**config.mk**
```make
export PLATFORM = sky130hd
export DESIGN_NAME = pad_port_a
export DESIGN_NICKNAME = d
export VERILOG_FILES = /design/src/core/pad_port_a.v /design/src/core/pad_pin_sel.v
export VERILOG_INCLUDE_DIRS = /design/src /design/src/core
export SDC_FILE = /design/constraint.sdc
export NUM_CORES = 1
export LEC_CHECK = 0
export BUFFER_PORTS_ARGS = -buffer_cell sky130_fd_sc_hd__buf_4
export CAP_MARGIN = 20
export CORE_UTILIZATION = 49
export CTS_CLUSTER_DIAMETER = 50
export DETAILED_ROUTE_END_ITERATION = 16
export PLACE_DENSITY = 0.77
export SLEW_MARGIN = 10
export SYNTH_ARGS = -nofsm -noshare
export SYNTH_HDL_FRONTEND = slang
export SYNTH_SLANG_ARGS = --single-unit
```
**constraint.sdc**
```tcl
create_clock -name aclk -period 2.9 [get_ports aclk]
set_input_delay 0.29 -clock aclk [delete_from_list [all_inputs] [get_ports aclk]]
set_output_delay 0.29 -clock aclk [all_outputs]
set_load 0.02 [all_outputs]
```
**src/core/pad_map.vh**
```
// port a data register and pin select: register map and field positions
// assumes inclusion by the pad core files only
`ifndef PAD_MAP_VH
`define PAD_MAP_VH
// ----------------------------------------
// register offsets (byte addresses)
// ----------------------------------------
`define PAD_OFS_DATA 4'h0
`define PAD_OFS_DIR 4'h4
`define PAD_OFS_CTRL 4'h8
`define PAD_OFS_STAT 4'hc
// ----------------------------------------
// reset values
// ----------------------------------------
`define PAD_DATA_RST 8'h00
`define PAD_DIR_RST 8'h00
`define PAD_DIR_RST_ADDR 8'h80
`define PAD_CTRL_RST 16'h0000
// ----------------------------------------
// control register fields
// ----------------------------------------
`define PAD_CTRL_MODE_LO 0
`define PAD_CTRL_TOP_PAT 3
`define PAD_CTRL_SEC_PAT 4
`define PAD_CTRL_TIMER2_PULSE_WIDTH_MODE 5
`define PAD_CTRL_IOB_LO 6
`define PAD_CTRL_IOA_LO 9
`define PAD_CTRL_CHIP_SELECT4_ENABLE 12
`define PAD_CTRL_ADDRESS21_ENABLE 13
// ----------------------------------------
// pin function codes
// ----------------------------------------
`define PAD_FN_IN 3'h0
`define PAD_FN_OUT 3'h1
`define PAD_FN_PAT 3'h2
`define PAD_FN_TMR 3'h3
`define PAD_FN_ADDR 3'h4
`define PAD_FN_CS 3'h5
// ----------------------------------------
// axi responses
// ----------------------------------------
`define PAD_RESP_OKAY 2'h0
`define PAD_RESP_SLVERR 2'h2
`endif

```
**src/core/pad_port_a.v**
```verilog
// port a data register with direction-dependent readback and upper pin muxing
// assumes an axi4-lite master on aclk; pins already synchronous to aclk
//
// Chosen here: the address map and the AXI4-Lite slave port.
`timescale 1ns/1ps
`include "pad_map.vh"
// Overview of operation
// - eight-bit read/write output data register
// - output pins read back stored data bit
// - input pins read back the pin level
// - reset and hardware standby clear data
// - software standby holds data register
// - modes 3,4,6: top pin is address 20
// - other modes: timer b, else port/pattern
// - top pin feeds timer b capture input
// - modes 1,2,5: chip select 4 when enabled
// - modes 3,4,6: cs4, else address 21 while address21_enable is low, else timer/port/pattern
// - mode 7: second pin timer/port/pattern only
// - timer a output on pwm or io code
// - second pin port/pattern from direction bits
// - direction 1 output; top fixed in addr modes
module pad_port_a (
  // clock and reset
  input wire aclk,
  input wire aresetn,
  // standby and mode
  input wire hw_standby,
  input wire sw_standby,
  input wire [2:0] mode,
  // axi4-lite write address
  input wire [3:0] s_axi_awaddr,
  input wire s_axi_awvalid,
  output reg s_axi_awready,
  // axi4-lite write data
  input wire [31:0] s_axi_wdata,
  input wire [3:0] s_axi_wstrb,
  input wire s_axi_wvalid,
  output reg s_axi_wready,
  // axi4-lite write response
  output reg [1:0] s_axi_bresp,
  output reg s_axi_bvalid,
  input wire s_axi_bready,
  // axi4-lite read address
  input wire [3:0] s_axi_araddr,
  input wire s_axi_arvalid,
  output reg s_axi_arready,
  // axi4-lite read data
  output reg [31:0] s_axi_rdata,
  output reg [1:0] s_axi_rresp,
  output reg s_axi_rvalid,
  input wire s_axi_rready,
  // peripheral sources
  input wire [7:0] pattern_out,
  input wire timer2_a_pin_out,
  input wire timer2_b_pin_out,
  input wire address20,
  input wire address21,
  input wire chip_select4_n,
  // pins
  input wire [7:0] pin_in,
  output reg [7:0] pin_out,
  output reg [7:0] pin_oe,
  // timer capture inputs
  output reg timer2_a_capture,
  output reg timer2_b_capture
);
  reg [7:0] data_ff;
  reg [7:0] dir_ff;
  reg [15:0] ctrl_ff;
  reg [3:0] awaddr_ff;
  reg aw_have_ff;
  reg [31:0] wdata_ff;
  reg [3:0] wstrb_ff;
  reg w_have_ff;
  reg [7:0] nxt_data;
  reg [7:0] nxt_dir;
  reg [15:0] nxt_ctrl;
  reg [31:0] rd_word;
  reg rd_err;
  reg [7:0] nxt_pin_out;
  reg [7:0] nxt_pin_oe;

  // ----------------------------------------
  // register address decode
  // ----------------------------------------
  localparam [2:0] sel_data = 3'h0;
  localparam [2:0] sel_dir = 3'h1;
  localparam [2:0] sel_ctrl = 3'h2;
  localparam [2:0] sel_stat = 3'h3;
  localparam [2:0] sel_none = 3'h4;

  // one decoder selects the register for both bus directions; bresp uses its own compare, so unmapped writes below the status offset answer OKAY
  function [2:0] pad_reg_sel;
    input [3:0] addr;
    begin
      if (addr == `PAD_OFS_DATA) begin
        pad_reg_sel = sel_data;
      end else if (addr == `PAD_OFS_DIR) begin
        pad_reg_sel = sel_dir;
      end else if (addr == `PAD_OFS_CTRL) begin
        pad_reg_sel = sel_ctrl;
      end else if (addr == `PAD_OFS_STAT) begin
        pad_reg_sel = sel_stat;
      end else begin
        pad_reg_sel = sel_none;
      end
    end
  endfunction

  // modes whose top pin is tied to the address bus
  function pad_addr_mode;
    input [2:0] m;
    begin
      pad_addr_mode = (m == 3'h3) || (m == 3'h4) || (m == 3'h6);
    end
  endfunction

  wire [2:0] top_fn;
  wire [2:0] second_fn;
  wire top_capture;
  wire addr_mode = pad_addr_mode(mode);
  wire [7:0] dir_eff = {dir_ff[7] | addr_mode, dir_ff[6:0]};
  // a pending response holds off the next write so bresp cannot be overwritten
  wire wr_go = aw_have_ff && w_have_ff && !s_axi_bvalid;
  wire [2:0] wr_sel = pad_reg_sel(awaddr_ff);
  wire [2:0] rd_sel = pad_reg_sel(s_axi_araddr);
  // capture a listens only while the second pin is a port or pattern pin
  wire sec_capture = ctrl_ff[`PAD_CTRL_IOA_LO + 2] &&
    ((second_fn == `PAD_FN_IN) || (second_fn == `PAD_FN_OUT) || (second_fn == `PAD_FN_PAT));

  // ----------------------------------------
  // pin function selection
  // ----------------------------------------
  pad_pin_sel u_sel (
    .mode(mode),
    .top_pin_direction_bit(dir_eff[7]),
    .second_pin_direction_bit(dir_eff[6]),
    .top_pin_pattern_enable(ctrl_ff[`PAD_CTRL_TOP_PAT]),
    .second_pin_pattern_enable(ctrl_ff[`PAD_CTRL_SEC_PAT]),
    .timer2_pulse_width_mode(ctrl_ff[`PAD_CTRL_TIMER2_PULSE_WIDTH_MODE]),
    .timer2_b_ctrl(ctrl_ff[`PAD_CTRL_IOB_LO +: 3]),
    .timer2_a_ctrl(ctrl_ff[`PAD_CTRL_IOA_LO +: 3]),
    .chip_select4_enable(ctrl_ff[`PAD_CTRL_CHIP_SELECT4_ENABLE]),
    .address21_enable(ctrl_ff[`PAD_CTRL_ADDRESS21_ENABLE]),
    .top_fn(top_fn),
    .second_fn(second_fn),
    .top_capture(top_capture)
  );

  function pad_fn_level;
    input [2:0] fn;
    input data_bit;
    input pat_bit;
    input tmr_bit;
    input addr_bit;
    input cs_bit;
    begin
      case (fn)
        `PAD_FN_OUT: pad_fn_level = data_bit;
        `PAD_FN_PAT: pad_fn_level = pat_bit;
        `PAD_FN_TMR: pad_fn_level = tmr_bit;
        `PAD_FN_ADDR: pad_fn_level = addr_bit;
        `PAD_FN_CS: pad_fn_level = cs_bit;
        default: pad_fn_level = 1'b0;
      endcase
    end
  endfunction

  // ----------------------------------------
  // pin drivers
  // ----------------------------------------
  always @* begin
    nxt_pin_out = data_ff & dir_eff;
    nxt_pin_oe = dir_eff;
    nxt_pin_out[7] = pad_fn_level(top_fn, data_ff[7], pattern_out[7],
      timer2_b_pin_out, address20, 1'b0);
    nxt_pin_oe[7] = (top_fn != `PAD_FN_IN);
    nxt_pin_out[6] = pad_fn_level(second_fn, data_ff[6], pattern_out[6],
      timer2_a_pin_out, address21, chip_select4_n);
    nxt_pin_oe[6] = (second_fn != `PAD_FN_IN);
    // lower pins carry no pattern data; their enables are out of scope: plain port
  end

  // ----------------------------------------
  // register write path
  // ----------------------------------------
  always @* begin
    nxt_data = data_ff;
    nxt_dir = dir_ff;
    nxt_ctrl = ctrl_ff;
    if (wr_go && wstrb_ff[0]) begin
      if (wr_sel == sel_data) begin
        nxt_data = wdata_ff[7:0];
      end else if (wr_sel == sel_dir) begin
        nxt_dir = wdata_ff[7:0];
      end else if (wr_sel == sel_ctrl) begin
        nxt_ctrl[7:0] = wdata_ff[7:0];
      end
    end
    if (wr_go && wstrb_ff[1] && (wr_sel == sel_ctrl)) begin
      nxt_ctrl[15:8] = wdata_ff[15:8];
    end
  end

  // ----------------------------------------
  // register read path
  // ----------------------------------------
  always @* begin
    rd_word = 32'h00000000;
    rd_err = 1'b0;
    // only taken on the ar handshake, so pin levels are those of that edge
    if (rd_sel == sel_data) begin
      rd_word[7:0] = (data_ff & dir_eff) | (pin_in & ~dir_eff);
    end else if (rd_sel == sel_dir) begin
      rd_word[7:0] = 8'hff; // direction is write-only; reads as all ones
    end else if (rd_sel == sel_ctrl) begin
      rd_word[15:0] = ctrl_ff;
    end else if (rd_sel == sel_stat) begin
      rd_word[10:0] = {top_capture, second_fn, top_fn, mode, dir_eff[7]};
    end else begin
      rd_err = 1'b1;
    end
  end

  // ----------------------------------------
  // state registers
  // ----------------------------------------
  always @(posedge aclk) begin
    if (!aresetn || hw_standby) begin
      data_ff <= `PAD_DATA_RST;
      dir_ff <= `PAD_DIR_RST;
      ctrl_ff <= `PAD_CTRL_RST;
      pin_out <= 8'h00;
      pin_oe <= 8'h00;
      timer2_a_capture <= 1'b0;
      timer2_b_capture <= 1'b0;
    end else begin
      // software standby still accepts nothing new but keeps contents
      if (!sw_standby) begin
        data_ff <= nxt_data;
        dir_ff <= nxt_dir;
        ctrl_ff <= nxt_ctrl;
      end
      pin_out <= nxt_pin_out;
      pin_oe <= nxt_pin_oe;
      timer2_a_capture <= sec_capture && pin_in[6];
      timer2_b_capture <= top_capture && pin_in[7];
    end
  end

  // ----------------------------------------
  // axi4-lite handshakes
  // ----------------------------------------
  always @(posedge aclk) begin
    if (!aresetn) begin
      s_axi_awready <= 1'b1;
      s_axi_wready <= 1'b1;
      s_axi_bvalid <= 1'b0;
      s_axi_bresp <= `PAD_RESP_OKAY;
      s_axi_arready <= 1'b1;
      s_axi_rvalid <= 1'b0;
      s_axi_rresp <= `PAD_RESP_OKAY;
      s_axi_rdata <= 32'h00000000;
      awaddr_ff <= 4'h0;
      aw_have_ff <= 1'b0;
      wdata_ff <= 32'h00000000;
      wstrb_ff <= 4'h0;
      w_have_ff <= 1'b0;
    end else begin
      if (s_axi_awvalid && s_axi_awready) begin
        awaddr_ff <= s_axi_awaddr;
        aw_have_ff <= 1'b1;
        s_axi_awready <= 1'b0;
      end
      if (s_axi_wvalid && s_axi_wready) begin
        wdata_ff <= s_axi_wdata;
        wstrb_ff <= s_axi_wstrb;
        w_have_ff <= 1'b1;
        s_axi_wready <= 1'b0;
      end
      if (wr_go) begin
        aw_have_ff <= 1'b0;
        w_have_ff <= 1'b0;
        s_axi_bvalid <= 1'b1;
        s_axi_bresp <= ((awaddr_ff == `PAD_OFS_STAT) || (awaddr_ff > `PAD_OFS_STAT)) ?
          `PAD_RESP_SLVERR : `PAD_RESP_OKAY;
      end
      if (s_axi_bvalid && s_axi_bready) begin
        s_axi_bvalid <= 1'b0;
        s_axi_awready <= 1'b1;
        s_axi_wready <= 1'b1;
      end
      if (s_axi_arvalid && s_axi_arready) begin
        s_axi_arready <= 1'b0;
        s_axi_rvalid <= 1'b1;
        s_axi_rdata <= rd_word;
        s_axi_rresp <= rd_err ? `PAD_RESP_SLVERR : `PAD_RESP_OKAY;
      end
      if (s_axi_rvalid && s_axi_rready) begin
        s_axi_rvalid <= 1'b0;
        s_axi_arready <= 1'b1;
      end
    end
  end
endmodule // pad_port_a

```
**src/core/pad_pin_sel.v**
```verilog
// pin function selection for the two upper port pins
// assumes all inputs are registered state from the same clock domain
`timescale 1ns/1ps
`include "pad_map.vh"
module pad_pin_sel (
  // operating mode
  input wire [2:0] mode,
  // direction and pattern enables
  input wire top_pin_direction_bit,
  input wire second_pin_direction_bit,
  input wire top_pin_pattern_enable,
  input wire second_pin_pattern_enable,
  // timer channel 2 settings
  input wire timer2_pulse_width_mode,
  input wire [2:0] timer2_b_ctrl,
  input wire [2:0] timer2_a_ctrl,
  // bus control enables
  input wire chip_select4_enable,
  input wire address21_enable,
  // selected functions
  output reg [2:0] top_fn,
  output reg [2:0] second_fn,
  output reg top_capture
);
  function [2:0] pad_port_fn;
    input dir;
    input pat;
    begin
      if (!dir) begin
        pad_port_fn = `PAD_FN_IN;
      end else if (!pat) begin
        pad_port_fn = `PAD_FN_OUT;
      end else begin
        pad_port_fn = `PAD_FN_PAT;
      end
    end
  endfunction

  wire addr_mode = (mode == 3'h3) || (mode == 3'h4) || (mode == 3'h6);
  wire cs_mode = (mode == 3'h1) || (mode == 3'h2) || (mode == 3'h5);
  wire b_out = !timer2_b_ctrl[2] && (timer2_b_ctrl[1:0] != 2'h0);
  wire a_out = timer2_pulse_width_mode ||
    (!timer2_a_ctrl[2] && (timer2_a_ctrl[1:0] != 2'h0));
  wire [2:0] sec_port = a_out ? `PAD_FN_TMR :
    pad_port_fn(second_pin_direction_bit, second_pin_pattern_enable);

  always @* begin
    if (addr_mode) begin
      top_fn = `PAD_FN_ADDR;
    end else if (b_out) begin
      top_fn = `PAD_FN_TMR;
    end else begin
      top_fn = pad_port_fn(top_pin_direction_bit, top_pin_pattern_enable);
    end
    top_capture = !addr_mode && !b_out && !timer2_pulse_width_mode &&
      timer2_b_ctrl[2];
    if ((cs_mode || addr_mode) && chip_select4_enable) begin
      second_fn = `PAD_FN_CS;
    end else if (addr_mode && !address21_enable) begin
      second_fn = `PAD_FN_ADDR;
    end else begin
      second_fn = sec_port;
    end
  end
endmodule // pad_pin_sel

```
# [Word-level counts from Yosys, hierarchy flattened]
# Cells that the tools add are included.
[totals] register_bits=99 latchBits=0 ram_bits=0 mem_bits_ro=0 memories=0
[op_classes] n_addsub=0 multipliers=0 div=0 n_lt_le_gt_ge=1 eq_ne=26 shifts=0 muxes=32 bitwise_logic=9 reduce_logical=54
[op_table] operator="two-way mux 3 bit" n=15
[op_table] operator="two-way mux 8 bit" n=4
[op_table] operator="equality test 3 x 2 -> 1 bit (second input constant)" n=9
[op_table] operator="two-way mux 11 bit" n=2
[op_table] operator="logical AND 1 bit" n=20
[op_table] operator="equality test 3 bit (second input constant)" n=6
[op_table] operator="bitwise AND 8 bit" n=2
[op_table] operator="equality test 4 bit (second input constant)" n=4
[op_table] operator="equality test 3 x 1 -> 1 bit (second input constant)" n=5
[op_table] operator="logical OR 1 bit" n=10
[op_table] operator="logical NOT 3 bit" n=3
[op_table] operator="equality test 4 x 3 -> 1 bit (second input constant)" n=2
[op_table] operator="logical NOT 1 bit" n=8
[op_table] operator="logical NOT 4 bit" n=2
[op_table] operator="two-way mux 2 bit" n=4
[op_table] operator="NOT 8 bit" n=1
[op_table] operator="bitwise OR 8 bit" n=1
[op_table] operator="nonzero test 3 bit" n=2
[op_table] operator="OR reduction 2 bit" n=3
[op_table] operator="two-way mux 5 bit" n=1
[op_table] operator="case mux 1 bit (5 select lines)" n=1
[op_table] operator="AND reduction 5 bit" n=1
[op_table] operator="greater-than comparator 4 bit (second input constant)" n=1
[op_table] operator="two-way mux 1 bit" n=4
[op_table] operator="other kinds (7)" n=11

# [Logic depth before layout (Yosys ltp)]
# Gate-level depths: netlist (run 1).
[depth] ltp_word=11 ltp_mapped=6 depth_no_buf=5

# [Cells and area by module]
# Synthesis (run 1) repeated with hierarchy kept, for this count alone.
[unflattened] hier_cells=463 hier_area_um2=4252.8
[modules_own_cells] mod="pad_port_a" instances=1 cells_per_inst=437 area_per_inst_um2=4076.4
[modules_own_cells] mod="pad_pin_sel" instances=1 cells_per_inst=26 area_per_inst_um2=176.4

# [Worst setup path after synthesis (run 1)]
# OpenSTA, ideal clock, no wires.
[synth_timing] path_kind="reg2reg" startpoint="register s_axi_bvalid" endpoint="register data_ff[0]" setup_time_ps=128 t_arrival_ps=1315 required_ps=2772 slack_ps=1458 stages_incl_launch_ff=6 cell_sequence="dfxtp_1 > nand3b_4 > nor4b_4 > nand2_2 > mux2i_1 > nor2_1"
[synth_via] elab_chain_len=4
[synth_rtl] item="from (decl)" line_no="pad_port_a.v:41" rtl="output reg s_axi_bvalid,"
[synth_rtl] item="from (signal assigned)" line_no="pad_port_a.v:258" rtl="s_axi_bvalid <= 1'b0;"
[synth_rtl] item="from (signal assigned)" line_no="pad_port_a.v:284" rtl="s_axi_bvalid <= 1'b1;"
[synth_rtl] item="from (signal assigned)" line_no="pad_port_a.v:289" rtl="s_axi_bvalid <= 1'b0;"
[synth_rtl] item="logical NOT 1 bit" line_no="pad_port_a.v:124" rtl="wire wr_go = aw_have_ff && w_have_ff && !s_axi_bvalid;"
[synth_rtl] item="logical AND 1 bit" line_no="pad_port_a.v:124"
[synth_rtl] item="logical AND 1 bit" line_no="pad_port_a.v:191" rtl="if (wr_go && wstrb_ff[0]) begin"
[synth_rtl] item="AND reduction 3 bit (no source line)"
[synth_rtl] item="to (signal assigned)" line_no="pad_port_a.v:230" rtl="data_ff <= `PAD_DATA_RST;"
[synth_rtl] item="to (signal assigned)" line_no="pad_port_a.v:240" rtl="data_ff <= nxt_data;"
[synth_rtl] item="to (decl)" line_no="pad_port_a.v:67" rtl="reg [7:0] data_ff;"
# Every way passes these cells.
# A chain may end at the register's enable or synchronous reset.

# [Worst setup path in the final report (run 1)]
[layout_timing] startpoint="register awaddr_ff[0]" endpoint="register ctrl_ff[4]"
[layout_via] elab_chain_len=8 elab_cells_between_ends=14 cone_classes="5 x eq/ne; 4 x mux; 2 x bitwise; 3 x reduce/logical"
[layout_rtl] item="from (decl)" line_no="pad_port_a.v:70" rtl="reg [3:0] awaddr_ff;"
[layout_rtl] item="from (signal assigned)" line_no="pad_port_a.v:271" rtl="awaddr_ff <= s_axi_awaddr;"
[layout_rtl] item="equality test 4 bit (no source line)"
[layout_rtl] item="two-way mux 3 bit" line_no="pad_port_a.v:102" rtl="end else if (addr == `PAD_OFS_STAT) begin"
[layout_rtl] item="two-way mux 3 bit" line_no="pad_port_a.v:100" rtl="end else if (addr == `PAD_OFS_CTRL) begin"
[layout_rtl] item="two-way mux 3 bit" line_no="pad_port_a.v:98" rtl="end else if (addr == `PAD_OFS_DIR) begin"
[layout_rtl] item="two-way mux 3 bit *" line_no="pad_port_a.v:96" rtl="if (addr == `PAD_OFS_DATA) begin"
[layout_rtl] item="equality test 3 x 1 -> 1 bit or logical NOT 3 bit (tied branches)" line_no="pad_port_a.v:194, pad_port_a.v:192"
[layout_rtl] item="NOT 1 bit (no source line)"
[layout_rtl] item="AND reduction 5 bit (no source line) *"
[layout_rtl] item="to (signal assigned)" line_no="pad_port_a.v:232" rtl="ctrl_ff <= `PAD_CTRL_RST;"
[layout_rtl] item="to (signal assigned)" line_no="pad_port_a.v:242" rtl="ctrl_ff <= nxt_ctrl;"
[layout_rtl] item="to (decl)" line_no="pad_port_a.v:69" rtl="reg [15:0] ctrl_ff;"
# Every way passes the cells marked *; elsewhere a longest branch is shown, timed or not.

==> flow_metrics.env, run 1 <==
export IMPL_status="complete, no violations"
export IMPL_ioPinCount=136
export IMPL_synth_area_leaders="dfxtp_1, mux2i_1, nand2_1"
export IMPL_fillers=746
export IMPL_ant_nets=0
export IMPL_synth_edf_count=0
export IMPL_place_inst=629
export IMPL_drt_vias_per_instance=5.20
export IMPL_multiInputGateArea_um2=2060
export IMPL_async_reset_ff_frac=0
export IMPL_grt_util_met1=0.284
export IMPL_gp_congestion=0.872
export IMPL_worst_pin_slew_ns=0.676
export IMPL_insertedDiodeCount=0
export IMPL_synth_seq_cells=97
export IMPL_firstDrtPassIters=6
export IMPL_finalSetupViolCount=0
export IMPL_chipWidth_um=94.8
export IMPL_drc=0
export IMPL_max_freq_mhz=542
export IMPL_critPathLaunchType="register"
export IMPL_period_needed_ns=1.84
export IMPL_cp_arrival_ns=2.10
export IMPL_met3_usage=0.0539
export IMPL_area_growth_pct=20.2
export IMPL_io_buffers=93
export IMPL_peakVddDrop_mv=0.234
export IMPL_yosys_area_top_type="dfxtp_1"
export IMPL_clk_latency_ns=0.37
export IMPL_wl_per_cell_um=14.7
export IMPL_crit_path_end_kind="register"
export IMPL_core_region_area_um2=8260
export IMPL_cts_root_buffer="clkbuf_8"
export IMPL_post_route_period_util=0.636
export IMPL_initial_core_util=0.511
export IMPL_dpl_hpwl_mm=6.85
export IMPL_drt_wl_total_mm=9.47
export IMPL_grt_overflow_total=0
export IMPL_layout_commonest_cell="dfxtp_1"
export IMPL_synthDistinctLibCells=58
export IMPL_report_final_slew_viol_count=0
export IMPL_top_usage_layer="met2"
export IMPL_path_class="reg -> reg"
export IMPL_rsz0062_at_grt="no"
export IMPL_h_tree_depth=3
export IMPL_nets=612
export IMPL_post_cts_buffers=0
export IMPL_grt_pass1_wl_mm=15.3
export IMPL_drtIter0Drc=199
export IMPL_cts_resized=0
export IMPL_holdBufCountCts=0
export IMPL_synth_top_cell_area_share=0.460
export IMPL_met2_usage=0.354
export IMPL_place_area_um2=4860
export IMPL_final_layout_size_suffix_gt1_frac=0.243
export IMPL_clock_sinks=97
export IMPL_die_height_um=94.8
export IMPL_synth_area_um2=4220
export IMPL_path_max_fanout=8
export IMPL_clk_pin_slew_ns=0.10
export IMPL_synth_area_per_cell_um2=9.34
export IMPL_numCtsBuffers=9
export IMPL_track_usage=0.222
export IMPL_grt_antenna_before_repair=0
export IMPL_synthCells=452
export IMPL_synthFlopType="dfxtp_1"
export IMPL_dieArea_um2=8990
export IMPL_whs_ns=0.114
export IMPL_p_total_mw=2.58
export IMPL_setup_tns_ns=0
export IMPL_fp_row_count=33
export IMPL_final_area_um2=5070
export IMPL_maxCapViolCount=0
export IMPL_vias=3357
export IMPL_grt_max_degree=54
export IMPL_finClkSkew_ns=0.0156
export IMPL_final_cell_mix="dfxtp_1, buf_4, nand2_1"
export IMPL_p_leak_nw=2.30
export IMPL_final_hold_violation_count=0
export IMPL_final_seq_area_um2=1940
export IMPL_first_global_vias=3253
export IMPL_clockBufferDepth=2
export IMPL_yosysWarningCount=0
export IMPL_p_per_area_nw_per_um2=509
export IMPL_relSlewSlack=0.549
export IMPL_finalNonFillerCells=645
export IMPL_crit_required_ns=3.16
export IMPL_tritoncts="built"
export IMPL_yosysSeqAreaShare=0.460
export IMPL_min_path_type="in -> reg"
## critical path, cell delays in order (launching register included)
cell,delay (ns)
dfxtp_1,0.33
nor3_1,0.27
nor2b_1,0.21
nand4b_1,0.52
mux2i_1,0.35
nor2_1,0.05
## state kept, by name (all words and copies together) (netlist names), 4 cells and up
name         count
ctrl_ff         16
data_ff          8
pin_out          8
dir_ff           8
wdata_ff        16
pin_oe           8
s_axi_rdata     16
awaddr_ff        4
## final cells by class
type,instances,area share
multi-input cells,327,0.406
flip-flops and latches,97,0.383
repair buffers,95,0.141
well taps,105,0.0259
clock buffers,9,0.0244
clock inverters,7,0.0173
inverters,5,0.00370
## final timing paths
kind,slack (ns),depth (start not counted),startpoint,end
min,0.11,2,s_axi_wvalid,s_axi_wready$_SDFFE_PP1P_
max,1.06,5,awaddr_ff[0]$_SDFFE_PN0P_,ctrl_ff[4]$_SDFFE_PP0P_
min reg2reg,0.47,2,wdata_ff[9]$_SDFFE_PN0P_,wdata_ff[9]$_SDFFE_PN0P_
max reg2reg,1.06,5,awaddr_ff[0]$_SDFFE_PN0P_,ctrl_ff[4]$_SDFFE_PP0P_
## kinds of logic (layout without fill, tap and decap cells)
family / count (synthesis) / in the layout / synth area share
AND/OR/NAND/NOR: 184 / 184 / 0.229
flip-flops: 97 / 97 / 0.460
AO/OA/AOI/OAI: 77 / 77 / 0.128
multiplexers: 48 / 48 / 0.114
buffers and inverters: 45 / 116 / 0.0679
other: 1 / 18 / 0.000888
## cells in the mapped netlist, types with 2 or more instances
master    instances
buf_4            19
o21ai_1           2
nand2_2           2
a41oi_1           2
nor2b_1          12
clkbuf_8          2
dfxtp_1          97
a31o_2            2
nand2b_1          6
o21ai_0          11
mux2_2            2
nor3_1            3
clkbuf_1         11
and2_2            2
a31oi_1           3
inv_1             5
nor3_2            2
a21boi_0         25
nand3_1          16
a21oi_1           7
buf_6             3
and2_1           10
a22oi_1          11
nand4b_1          2
nor2_1           45
nand2_1          59
buf_2             3
buf_1             2
o211ai_1          2
nand3b_1          2
and3_1           10
mux2i_1          46
## where the power goes
part / switching, mW / internal, mW / total, mW
registers: 0.0273 / 1.36 / 1.39
clock network: 0.512 / 0.415 / 0.927
logic: 0.153 / 0.111 / 0.265
## layer usage
metal	routed length (um)	vias up
met1	4350	1537
met3	556	20
met4	197	0
li1	-	1690
met2	4370	110
met5	0	-
## metrics by stage
| stage | utilization | worst slack, ns |
|---|---|---|
| global placement | 0.589 | 1.14 |
| floorplan | - | 1.46 |
| global route | 0.615 | 0.892 |
| CTS | 0.615 | 1.06 |
| detailed placement | 0.589 | 1.08 |
| finish | 0.615 | 1.06 |
Power figures use the tool's default switching activity.
==> inputs of run 2 (changes only) <==
- CORE_UTILIZATION: 49 -> 46
- PLACE_DENSITY: 0.77 -> 0.76
- clock period: 2.9 -> 1.5 ns (I/O delays scaled with it)
==> flow_metrics.env, run 2 (same netlist as run 1, synthesis figures left out) <==
export IMPL_status="complete, but fails checks"
export IMPL_violations="DRC"
export IMPL_grt_antenna_before_repair=0
export IMPL_final_cell_mix="buf_4, dfxtp_1, nand2_1"
export IMPL_cts_root_buffer="clkbuf_8"
export IMPL_fillers=770
export IMPL_p_total_mw=4.95
export IMPL_h_tree_depth=3
export IMPL_clk_latency_ns=0.36
export IMPL_met3_length_um=626
export IMPL_ant_nets=0
export IMPL_final_hold_violation_count=0
export IMPL_grt_pass1_wl_mm=16.0
export IMPL_firstDrtPassIters=11
export IMPL_ioPinCount=136
export IMPL_p_per_area_nw_per_um2=950
export IMPL_cp_arrival_ns=1.74
export IMPL_drt_vias_per_instance=5.23
export IMPL_peakVddDrop_mv=0.442
export IMPL_r2r_slack_ns=0.02
export IMPL_insertedDiodeCount=0
export IMPL_post_route_period_util=0.986
export IMPL_chipWidth_um=97.8
export IMPL_top_regs="ctrl_ff (16), s_axi_rdata (16), wdata_ff (16)"
export IMPL_slowest_stage="dfxtp_2"
export IMPL_finClkSkew_ns=0.0114
export IMPL_final_area_um2=5210
export IMPL_maxCapViolCount=0
export IMPL_clk_pin_slew_ns=0.09
export IMPL_vias=3481
export IMPL_drt_wl_total_mm=9.96
export IMPL_whs_ns=0.0127
export IMPL_rsz0062_at_grt="yes"
export IMPL_final_seq_area_um2=1950
export IMPL_critPathLaunchType="register"
export IMPL_initial_core_util=0.480
export IMPL_met1_length_mm=4.49
export IMPL_multiInputGateArea_um2=2060
export IMPL_max_freq_mhz=676
export IMPL_report_final_slew_viol_count=0
export IMPL_wl_per_cell_um=15.0
export IMPL_max_stage_delay_ns=0.33
export IMPL_crit_required_ns=1.76
export IMPL_tritoncts="built"
export IMPL_dpl_hpwl_mm=7.44
export IMPL_track_usage=0.210
export IMPL_min_path_type="in -> reg"
export IMPL_path_max_fanout=8
export IMPL_post_cts_buffers=0
export IMPL_maxUsedRoutingLayer="met4"
export IMPL_path_class="reg -> reg"
export IMPL_numCtsBuffers=9
export IMPL_io_buffers=93
export IMPL_grt_max_degree=42
export IMPL_drc=14
export IMPL_first_global_vias=3211
export IMPL_die_height_um=97.8
export IMPL_path_cells="nand3b_4, nor4b_4, nand2_2, mux2i_1, nor2_1"
export IMPL_drtIter0Drc=186
export IMPL_grt_overflow_total=0
export IMPL_dieArea_um2=9570
export IMPL_period_needed_ns=1.48
export IMPL_fp_row_count=34
export IMPL_core_region_area_um2=8810
export IMPL_layout_commonest_cell="buf_4"
export IMPL_place_area_um2=4990
export IMPL_final_layout_size_suffix_gt1_frac=0.271
export IMPL_clock_sinks=97
export IMPL_finalSetupViolCount=0
export IMPL_p_leak_nw=2.39
export IMPL_area_growth_pct=23.4
export IMPL_wl_met2_mm=4.67
export IMPL_clockBufferDepth=2
export IMPL_gp_congestion=0.879
export IMPL_crit_path_end_kind="register"
export IMPL_nets=630
==> run 2: path summary, 6_finish.rpt <==
| kind | startpoint | endpoint | depth (start not counted) |
|---|---|---|---|
| worst max-delay path | s_axi_bvalid$_SDFFE_PP0P_ | data_ff[7]$_SDFFE_PP0P_ | 5 |
| worst min-delay path | s_axi_rready | s_axi_arready$_SDFFE_PP1P_ | 3 |
| worst min register to register | wdata_ff[9]$_SDFFE_PN0P_ | wdata_ff[9]$_SDFFE_PN0P_ | 2 |
| worst max register to register | s_axi_bvalid$_SDFFE_PP0P_ | data_ff[7]$_SDFFE_PP0P_ | 5 |
==> run 2: cell type report <==
class,instances,share of cell area
clock inverter,4,0.00984
multi-input combinational,327,0.396
timing repair buffer,113,0.163
inverter,5,0.00360
clock buffer,12,0.0279
tap,108,0.0259
sequential,97,0.374
==> run 2: metrics by stage <==
| stage | TNS (ns) | std cells | utilization | setup slack [ns] |
|---|---|---|---|---|
| finish | 0 | 666 | 0.592 | 0.0213 |
| global route | -0.214 | 666 | 0.592 | -0.0417 |
| CTS | 0 | 666 | 0.591 | 0.00743 |
| detailed placement | 0 | 649 | 0.567 | 0.0172 |
| global placement | 0 | 649 | 0.567 | 0.0697 |
| floorplan | 0 | 469 | - | 0.0575 |
==> run 2: metal layers <==
| metal | vias up | track usage |
|---|---|---|
| met5 | - | 0 |
| met4 | 0 | 0.0874 |
| met1 | 1604 | 0.278 |
| li1 | 1727 | - |
| met2 | 135 | 0.342 |
| met3 | 15 | 0.0351 |
==> run 2: power by group <==
group | internal (mW) | switching [mW]
Sequential | 2.64 | 0.0538
Clock | 0.822 | 0.887
Combinational | 0.242 | 0.309
==> run 2: timing repair <==
action                                 4_1_cts  5_1_grt
hold buffers                                 1        0
resized for setup                            0        5
endpoints found under the hold margin        1        0
setup endpoints to repair                    0       28
==> run 2: critical path: cells and delay by family (launching register included) <==
kind,cells,cell delay [ns]
and+or+nand+nor,4,0.82
muxes,1,0.22
DFF,1,0.33
